File: config.mk
export PLATFORM = sky130hd
export DESIGN_NAME = dgpb_port_bank
export DESIGN_NICKNAME = d
export VERILOG_FILES = /design/src/dgpb_pkg.sv /design/src/dgpb_pin_cell.sv /design/src/dgpb_port_bank.sv
export VERILOG_INCLUDE_DIRS = /design/src
export SDC_FILE = /design/constraint.sdc
export NUM_CORES = 1
export LEC_CHECK = 0
export ABC_AREA = 1
export BUFFER_PORTS_ARGS = -buffer_cell sky130_fd_sc_hd__buf_2
export CAP_MARGIN = 20
export CORE_UTILIZATION = 45
export CTS_BUF_LIST = sky130_fd_sc_hd__clkbuf_4 sky130_fd_sc_hd__clkbuf_8 sky130_fd_sc_hd__clkbuf_16
export CTS_CLUSTER_SIZE = 12
export DETAILED_ROUTE_END_ITERATION = 6
export GPL_ROUTABILITY_DRIVEN = 1
export PLACE_DENSITY = 0.73
export SKIP_CTS_REPAIR_TIMING = 1
export SLEW_MARGIN = 40
export SYNTH_ARGS = -nofsm -noshare
export SYNTH_HDL_FRONTEND = slang
export SYNTH_SLANG_ARGS = --single-unit
File: constraint.sdc
create_clock -name ref_clk -period 2.4 [get_ports ref_clk]
set_clock_uncertainty 0.2 [all_clocks]
set_input_delay 0.6 -clock ref_clk [delete_from_list [all_inputs] [get_ports ref_clk]]
set_output_delay 0.6 -clock ref_clk [all_outputs]
set_load 0.005 [all_outputs]
File: src/dgpb_regs.svh
// Purpose: Offsets, field positions and reset values of the GPIO bank
// Assumes: Byte-wide registers on a 3-bit register address
// Notes: Included by bare name from the design files
`ifndef DGPB_REGS_SVH
`define DGPB_REGS_SVH

// Register offsets
`define DGPB_OFF_P7_LATCH 3'h0
`define DGPB_OFF_P7_DIR 3'h1
`define DGPB_OFF_P7_PULLUP 3'h2
`define DGPB_OFF_PF_LATCH 3'h3
`define DGPB_OFF_PF_DIR 3'h4
`define DGPB_OFF_CTRL 3'h5
`define DGPB_OFF_WAKE 3'h6

// Control register fields
`define DGPB_CTRL_FLOAT_BIT 0
`define DGPB_CTRL_XRST_BIT 1
`define DGPB_CTRL_MASK 8'h03

// Wake keep-input enable fields
`define DGPB_WAKE_TIMER_BIT 0
`define DGPB_WAKE_SCLK_BIT 1
`define DGPB_WAKE_SDIN_BIT 2
`define DGPB_WAKE_MASK 8'h07

// Pin positions of special functions
`define DGPB_P7_TIMER_PIN 4
`define DGPB_P7_SCLK_PIN 5
`define DGPB_P7_SDIN_PIN 7
`define DGPB_PF_RESET_PIN 2

// Implemented bits
`define DGPB_P7_PULLUP_MASK 8'hf3
`define DGPB_PF_MASK 8'h07

// Reset values
`define DGPB_RST_LATCH 8'h00
`define DGPB_RST_DIR 8'h00
`define DGPB_RST_PULLUP 8'h00
`define DGPB_RST_CTRL 8'h02
`define DGPB_RST_WAKE 8'h00

`endif

File: src/dgpb_pkg.sv
// Purpose: Shared types of the GPIO bank
// Assumes: Constants live in dgpb_regs.svh
// Notes: Types only
package dgpb_pkg;
   typedef logic [7:0] dgpb_byte_t;
   typedef logic [2:0] dgpb_addr_t;
   typedef logic [2:0] dgpb_fbits_t;
endpackage

File: src/dgpb_pin_cell.sv
// Purpose: Drive, release, pull-up and input gating of one port pin
// Assumes: All inputs come from the ref_clk domain or from synchronised pins
// Notes: Purely combinational
`timescale 1ns/100ps
module dgpb_pin_cell
   import dgpb_pkg::*;
(
   // Configuration
   input wire logic dir,
   input wire logic latch,
   input wire logic open_drain,
   input wire logic pullup_en,
   // Peripheral sharing
   input wire logic periph_oe,
   input wire logic periph_out,
   // Standby
   input wire logic float_en,
   input wire logic keep_input,
   // Pin side
   input wire logic pin_level,
   output logic pin_o,
   output logic pin_oe_n,
   output logic pullup_on,
   output logic in_path
);
   logic drive;
   logic val;

   always_comb begin
      val = periph_oe ? periph_out : latch;
      drive = ~float_en & (periph_oe | dir);
      pin_o = val;
      pin_oe_n = ~(drive & ~(open_drain & val));
      pullup_on = pullup_en & ~(~pin_oe_n & ~val);
      in_path = (float_en & ~keep_input) ? 1'b0 : pin_level;
   end
endmodule

File: src/dgpb_port_bank.sv
// Purpose: Eight-bit port 7 and three-bit port F with register access
// Assumes: Pin inputs are asynchronous; strobes and standby come from ref_clk logic
// Notes: Read data stand one cycle after the read strobe only
// Behaviour
// - Direction bit one makes the pin a port-driven output.
// - Direction bit zero releases the driver unless a peripheral output is enabled; the pin is then an input.
// - An output pin drives its latch bit.
// - Data writes update the latch and output pins show it at once.
// - Data writes on input pins update the latch without driving.
// - Ordinary reads return the latch for port output pins.
// - Ordinary reads return the sampled pin level for input pins.
// - Read-modify-write reads return the latch whatever the pin setup, except the port F pin used as external reset, which reads zero.
// - An enabled peripheral output drives the pin instead of the latch.
// - With peripheral output enabled, ordinary reads return the real pin level.
// - Reset clears all direction bits so every pin is an input.
// - Float bit one in stop or watch releases every pin.
// - Floated pins block their input path; those set as inputs read low.
// - Timer clock, serial clock, serial data pins stay open when wake-enabled.
// - Float bit zero in standby keeps pin states and output levels.
// - Pull-up bit one connects the pull-up; zero leaves it off.
// - A pin driven low always disconnects its pull-up.
// - Open-drain output with latch one stays released.
// - Port 7 register bit n maps to pin n in all registers.
// - Port F bits 0 to 2 map to its pins; upper bits unused.
// - External reset selected means the shared pin is no port pin.
`timescale 1ns/100ps
`include "dgpb_regs.svh"
module dgpb_port_bank
   import dgpb_pkg::*;
#(
   parameter dgpb_byte_t P7_OPEN_DRAIN = 8'h00,
   parameter dgpb_fbits_t PF_OPEN_DRAIN = 3'h0
)
(
   // Clock and reset
   input wire logic ref_clk,
   input wire logic rst_n,
   input wire logic clk_en,
   // Register port
   input wire logic [2:0] reg_addr,
   input wire logic [7:0] reg_wdata,
   input wire logic reg_wr,
   input wire logic reg_rd,
   input wire logic reg_rmw,
   output logic [7:0] reg_rdata,
   // Standby
   input wire logic standby_active,
   // Peripheral sharing on port 7
   input wire logic [7:0] p7_periph_oe,
   input wire logic [7:0] p7_periph_out,
   output logic [7:0] p7_periph_in,
   // Port 7 pins
   input wire logic [7:0] p7_pin_i,
   output logic [7:0] p7_pin_o,
   output logic [7:0] p7_pin_oe_n,
   output logic [7:0] p7_pullup_on,
   // Port F pins
   input wire logic [2:0] pf_pin_i,
   output logic [2:0] pf_pin_o,
   output logic [2:0] pf_pin_oe_n,
   output logic [2:0] pf_periph_in,
   output logic external_reset_select
);
   dgpb_byte_t p7_latch_q, p7_latch_d;
   dgpb_byte_t p7_dir_q, p7_dir_d;
   dgpb_byte_t p7_pullup_q, p7_pullup_d;
   dgpb_fbits_t pf_latch_q, pf_latch_d;
   dgpb_fbits_t pf_dir_q, pf_dir_d;
   dgpb_byte_t ctrl_q, ctrl_d;
   dgpb_byte_t wake_q, wake_d;
   dgpb_byte_t rdata_q, rdata_d;
   dgpb_byte_t p7_meta_q, p7_meta_d;
   dgpb_byte_t p7_sync_q, p7_sync_d;
   dgpb_fbits_t pf_meta_q, pf_meta_d;
   dgpb_fbits_t pf_sync_q, pf_sync_d;
   logic stby_float;
   dgpb_byte_t p7_keep;
   dgpb_byte_t p7_in_path;
   dgpb_fbits_t pf_in_path;
   dgpb_fbits_t pf_dir_eff;
   dgpb_byte_t p7_rd_val;
   dgpb_byte_t pf_rd_val;

   // Readback mux shared by both ports
   function automatic dgpb_byte_t read_mux(input dgpb_byte_t latch, input dgpb_byte_t dir,
                                           input dgpb_byte_t poe, input dgpb_byte_t pin,
                                           input logic rmw);
      dgpb_byte_t port_out;
      port_out = dir & ~poe;
      if (rmw) begin
         read_mux = latch;
      end else begin
         read_mux = (latch & port_out) | (pin & ~port_out);
      end
   endfunction

   // Floating applies only when both standby and the float bit hold;
   // otherwise standby leaves every pin exactly as configured.
   // float qualifier
   assign stby_float = standby_active & ctrl_q[`DGPB_CTRL_FLOAT_BIT];
   assign external_reset_select = ctrl_q[`DGPB_CTRL_XRST_BIT];

   always_comb begin
      p7_keep = 8'h00;
      p7_keep[`DGPB_P7_TIMER_PIN] = wake_q[`DGPB_WAKE_TIMER_BIT];
      p7_keep[`DGPB_P7_SCLK_PIN] = wake_q[`DGPB_WAKE_SCLK_BIT];
      p7_keep[`DGPB_P7_SDIN_PIN] = wake_q[`DGPB_WAKE_SDIN_BIT];
   end

   for (genvar i = 0; i < 8; i++) begin : g_p7
      dgpb_pin_cell u_cell (
         .dir(p7_dir_q[i]),
         .latch(p7_latch_q[i]),
         .open_drain(P7_OPEN_DRAIN[i]),
         .pullup_en(p7_pullup_q[i]),
         .periph_oe(p7_periph_oe[i]),
         .periph_out(p7_periph_out[i]),
         .float_en(stby_float),
         .keep_input(p7_keep[i]),
         .pin_level(p7_sync_q[i]),
         .pin_o(p7_pin_o[i]),
         .pin_oe_n(p7_pin_oe_n[i]),
         .pullup_on(p7_pullup_on[i]),
         .in_path(p7_in_path[i])
      );
   end

   always_comb begin
      pf_dir_eff = pf_dir_q;
      if (external_reset_select) begin
         pf_dir_eff[`DGPB_PF_RESET_PIN] = 1'b0;
      end
   end

   for (genvar j = 0; j < 3; j++) begin : g_pf
      dgpb_pin_cell u_cell (
         .dir(pf_dir_eff[j]),
         .latch(pf_latch_q[j]),
         .open_drain(PF_OPEN_DRAIN[j]),
         .pullup_en(1'b0),
         .periph_oe(1'b0),
         .periph_out(1'b0),
         .float_en(stby_float),
         .keep_input(1'b0),
         .pin_level(pf_sync_q[j]),
         .pin_o(pf_pin_o[j]),
         .pin_oe_n(pf_pin_oe_n[j]),
         .pullup_on(),
         .in_path(pf_in_path[j])
      );
   end

   assign p7_periph_in = p7_in_path;
   assign pf_periph_in = pf_in_path;

   always_comb begin
      p7_rd_val = read_mux(p7_latch_q, p7_dir_q, p7_periph_oe, p7_in_path, reg_rmw);
      pf_rd_val = read_mux({5'h00, pf_latch_q}, {5'h00, pf_dir_eff}, 8'h00,
                           {5'h00, pf_in_path}, reg_rmw) & `DGPB_PF_MASK;
      if (external_reset_select) begin
         pf_rd_val[`DGPB_PF_RESET_PIN] = 1'b0;
      end
   end

   // Register and synchroniser next values; clk_en low freezes everything
   always_comb begin
      p7_latch_d = p7_latch_q;
      p7_dir_d = p7_dir_q;
      p7_pullup_d = p7_pullup_q;
      pf_latch_d = pf_latch_q;
      pf_dir_d = pf_dir_q;
      ctrl_d = ctrl_q;
      wake_d = wake_q;
      rdata_d = rdata_q;
      p7_meta_d = p7_meta_q;
      p7_sync_d = p7_sync_q;
      pf_meta_d = pf_meta_q;
      pf_sync_d = pf_sync_q;
      if (clk_en) begin
         p7_meta_d = p7_pin_i;
         p7_sync_d = p7_meta_q;
         pf_meta_d = pf_pin_i;
         pf_sync_d = pf_meta_q;
         rdata_d = 8'h00;
         if (reg_wr) begin
            unique case (reg_addr)
               `DGPB_OFF_P7_LATCH: p7_latch_d = reg_wdata;
               `DGPB_OFF_P7_DIR: p7_dir_d = reg_wdata;
               `DGPB_OFF_P7_PULLUP: p7_pullup_d = reg_wdata & `DGPB_P7_PULLUP_MASK;
               `DGPB_OFF_PF_LATCH: pf_latch_d = reg_wdata[2:0];
               `DGPB_OFF_PF_DIR: pf_dir_d = reg_wdata[2:0];
               `DGPB_OFF_CTRL: ctrl_d = reg_wdata & `DGPB_CTRL_MASK;
               `DGPB_OFF_WAKE: wake_d = reg_wdata & `DGPB_WAKE_MASK;
               default: ;
            endcase
         end
         if (reg_rd) begin
            unique case (reg_addr)
               `DGPB_OFF_P7_LATCH: rdata_d = p7_rd_val;
               `DGPB_OFF_P7_DIR: rdata_d = p7_dir_q;
               `DGPB_OFF_P7_PULLUP: rdata_d = p7_pullup_q;
               `DGPB_OFF_PF_LATCH: rdata_d = pf_rd_val;
               `DGPB_OFF_PF_DIR: rdata_d = {5'h00, pf_dir_q};
               `DGPB_OFF_CTRL: rdata_d = ctrl_q;
               `DGPB_OFF_WAKE: rdata_d = wake_q;
               // Unmapped offsets read zero
               default: rdata_d = 8'h00;
            endcase
         end
      end
   end

   always_ff @(posedge ref_clk or negedge rst_n) begin
      if (!rst_n) begin
         p7_latch_q <= `DGPB_RST_LATCH;
         p7_dir_q <= `DGPB_RST_DIR;
         p7_pullup_q <= `DGPB_RST_PULLUP;
         pf_latch_q <= 3'h0;
         pf_dir_q <= 3'h0;
         ctrl_q <= `DGPB_RST_CTRL;
         wake_q <= `DGPB_RST_WAKE;
         rdata_q <= 8'h00;
         p7_meta_q <= 8'h00;
         p7_sync_q <= 8'h00;
         pf_meta_q <= 3'h0;
         pf_sync_q <= 3'h0;
      end else begin
         p7_latch_q <= p7_latch_d;
         p7_dir_q <= p7_dir_d;
         p7_pullup_q <= p7_pullup_d;
         pf_latch_q <= pf_latch_d;
         pf_dir_q <= pf_dir_d;
         ctrl_q <= ctrl_d;
         wake_q <= wake_d;
         rdata_q <= rdata_d;
         p7_meta_q <= p7_meta_d;
         p7_sync_q <= p7_sync_d;
         pf_meta_q <= pf_meta_d;
         pf_sync_q <= pf_sync_d;
      end
   end

   assign reg_rdata = rdata_q;
endmodule

==> impl_metrics.ini <==
[cts]
numClockSinks = 63
path_clk_slew_ps = 70
clk_latency_ps = 340
clockRootBuffer = clkbuf_8
cts_inserted_buffers = 9
cts_tree = built
htree_levels = 3
clock_path_buffers = 2

[synthesis]
ys_seq_elements = 63
syn_avg_cell_area_sq_um = 7.35
yosysUniqueCellTypes = 27
synth_cells = 489
synth_warnings = 0
ys_seq_area_share_pct = 43.9
syn-cell-area_sq_um = 3590

[place]
place_hpwl_um = 6430
gp_congestion = 0.927
portBuffers = 92
placed_area_sq_um = 3870
post-place-ws_ps = 196

[outcome]
status = complete, no violations

[critical_path]
cp_data_required_time_ps = 1600
path_max_fanout = 21
path_class = register to primary output
critPathLaunchType = register
critPathCaptureType = primary output
worst_ep_arrival_time_ps = 1490

[drt]
drt-total-wl_um = 8670
firstDrtPassIters = 5
highest_layer = met4
m1WireLength_um = 3960
ant_nets = 0
drt_iter0_markers = 257
wl_per_cell_um = 13.3
route.met2.wl_um = 3930
num_vias = 3205
drc = 0
dr_wl_met3_um = 553
viasPerCell = 4.91

[timing]
fin_crit_sh_pct = 95.6
setup_ws_ps = 107
fmaxAchievable_ghz = 0.436
fin_crit_ps = 2290
slew_viol_final = 0
rsz0062_at_grt = no
setup_viol = 0
finalHoldViolCount = 0
worstMarginPinSlew_ps = 573
max_slew_margin_pct = 61.4
tns_ps = 0

[floorplanning]
dieWidth_um = 91.4
die_area_sq_um = 8350
row_count = 32
initial_core_util_pct = 46.5
coreArea_sq_um = 7730
num_io_pins = 95
die_h_um = 91.4

[power]
report.power.total_mw = 3.00
leakage_nw = 2.34
power.density_nw_per_um2 = 734
max-vdd-ir-drop_mv = 0.402

[cells_and_area]
antennaDiodeCount = 0
fin_util_pct = 52.9
final_common_cell = nand2_1
final_cell_mix = nand2_1 (169), buf_2 (92), dfrtp_1 (62)
drive_gt1_share_pct = 25.2
area_delta_synth_final_pct = 13.8
final_cell_area_sq_um = 4090
nets = 591

[min_path]
min_path_type = primary input to asynchronous set/reset pin

[global_routing]
gr-usage-all-layers_pct = 21.7
grt_pass1_wl_um = 13900
grt_antenna_before_repair = 0
grt_max_degree = 40
grt_pass1_vias = 2910
grt_overflow = 0

[flow_run]
cap_violations = 0
[stage by stage]
stage	instances	hold slack, ps
floorplan	490	104
global placement	637	253
detailed placement	637	257
CTS	653	64.8
global route	653	93.9
finish	653	50.6
[registers in the layout, indices dropped and copies added (netlist names)]
name,count
p7_dir_q,8
p7_latch_q,8
p7_meta_q,8
p7_sync_q,8
reg_rdata,8
p7_pullup_q,6
pf_dir_q,3
pf_latch_q,3
pf_meta_q,3
pf_sync_q,3
wake_q,3
ctrl_q,2
[worst max-delay path, stage by stage, from the launching register on]
cell and delay [ps]:
dfrtp_1 430, nand2_1 130, buf_12 170, o21ai_0 120
o21a_1 190, buf_2 120
[synth_stat cells]
master    number  area [sq um]
dfrtp_1       62          1550
dfstp_2        1          26.3
o21a_1         1          7.51
nor2_1        33           124
o21ai_1        3          15.0
o21ai_2        8          70.1
nor3_4         1          16.3
nand2_1      169           634
nand4_1        5          31.3
o22ai_1        4          25.0
o21ai_0       43           215
nor4_1         1          6.26
conb_1         1          3.75
inv_2          2          7.51
nand2_4        1          11.3
nand3_1       25           125
nand2_2        3          18.8
inv_1         55           206
clkbuf_1       4          15.0
a21oi_1        6          30.0
buf_4         42           315
or2_2          4          25.0
o211ai_1       1          7.51
buf_2          7          35.0
buf_6          4          45.0
o21bai_1       2          15.0
nand3_2        1          10.0
[power by group]
group	leakage [nW]	internal [mW]	switching (mW)
Sequential	0.794	1.23	0.122
Combinational	1.43	0.288	0.392
Clock	0.113	0.573	0.399
[kinds of logic (layout without fill, tap and decap cells)]
family	count (synthesis)	in the layout	synth area share, %
other	1	2	0.104
DFF	63	63	43.9
and+or+nand+nor	243	243	27.9
AOI/OAI and AO/OA	68	68	10.7
buffers and inverters	114	175	17.4
[per-layer routing]
layer / vias to the layer above / GRT usage [%]
met2: 110 / 33.0
met3: 20 / 4.52
li1: 1597 / -
met4: 0 / 10.4
met1: 1478 / 29.6
met5: - / 0
[area by class of cell]
| class | count | area (sq um) |
|---|---|---|
| Timing Repair Buffer | 102 | 561 |
| Sequential cell | 63 | 1580 |
| Clock buffer | 13 | 173 |
| Fill cell | 771 | 3640 |
| Tap cell | 102 | 128 |
| Multi-Input combinational cell | 313 | 1400 |
| Inverter | 57 | 214 |
| Clock inverter | 3 | 40.0 |
[worst paths after layout]
path / startpoint / endpoint / slack [ps] / cells past startpoint
setup / recovery: ctrl_q[0]$_DFFE_PN0P_ / p7_pullup_on[0] / 110 / 5
hold / removal: rst_n / p7_dir_q[1]$_DFFE_PN0P_ / 50 / 1
setup reg to reg: ctrl_q[0]$_DFFE_PN0P_ / reg_rdata[7]$_DFFE_PN0P_ / 680 / 9
hold reg to reg: p7_sync_q[4]$_DFFE_PN0P_ / p7_sync_q[4]$_DFFE_PN0P_ / 270 / 2
max in group asynchronous: rst_n / reg_rdata[6]$_DFFE_PN0P_ / 1340 / 2
min in group ref_clk: p7_pin_i[6] / p7_meta_q[6]$_DFFE_PN0P_ / 260 / 3
Power figures use the tool's default switching activity.
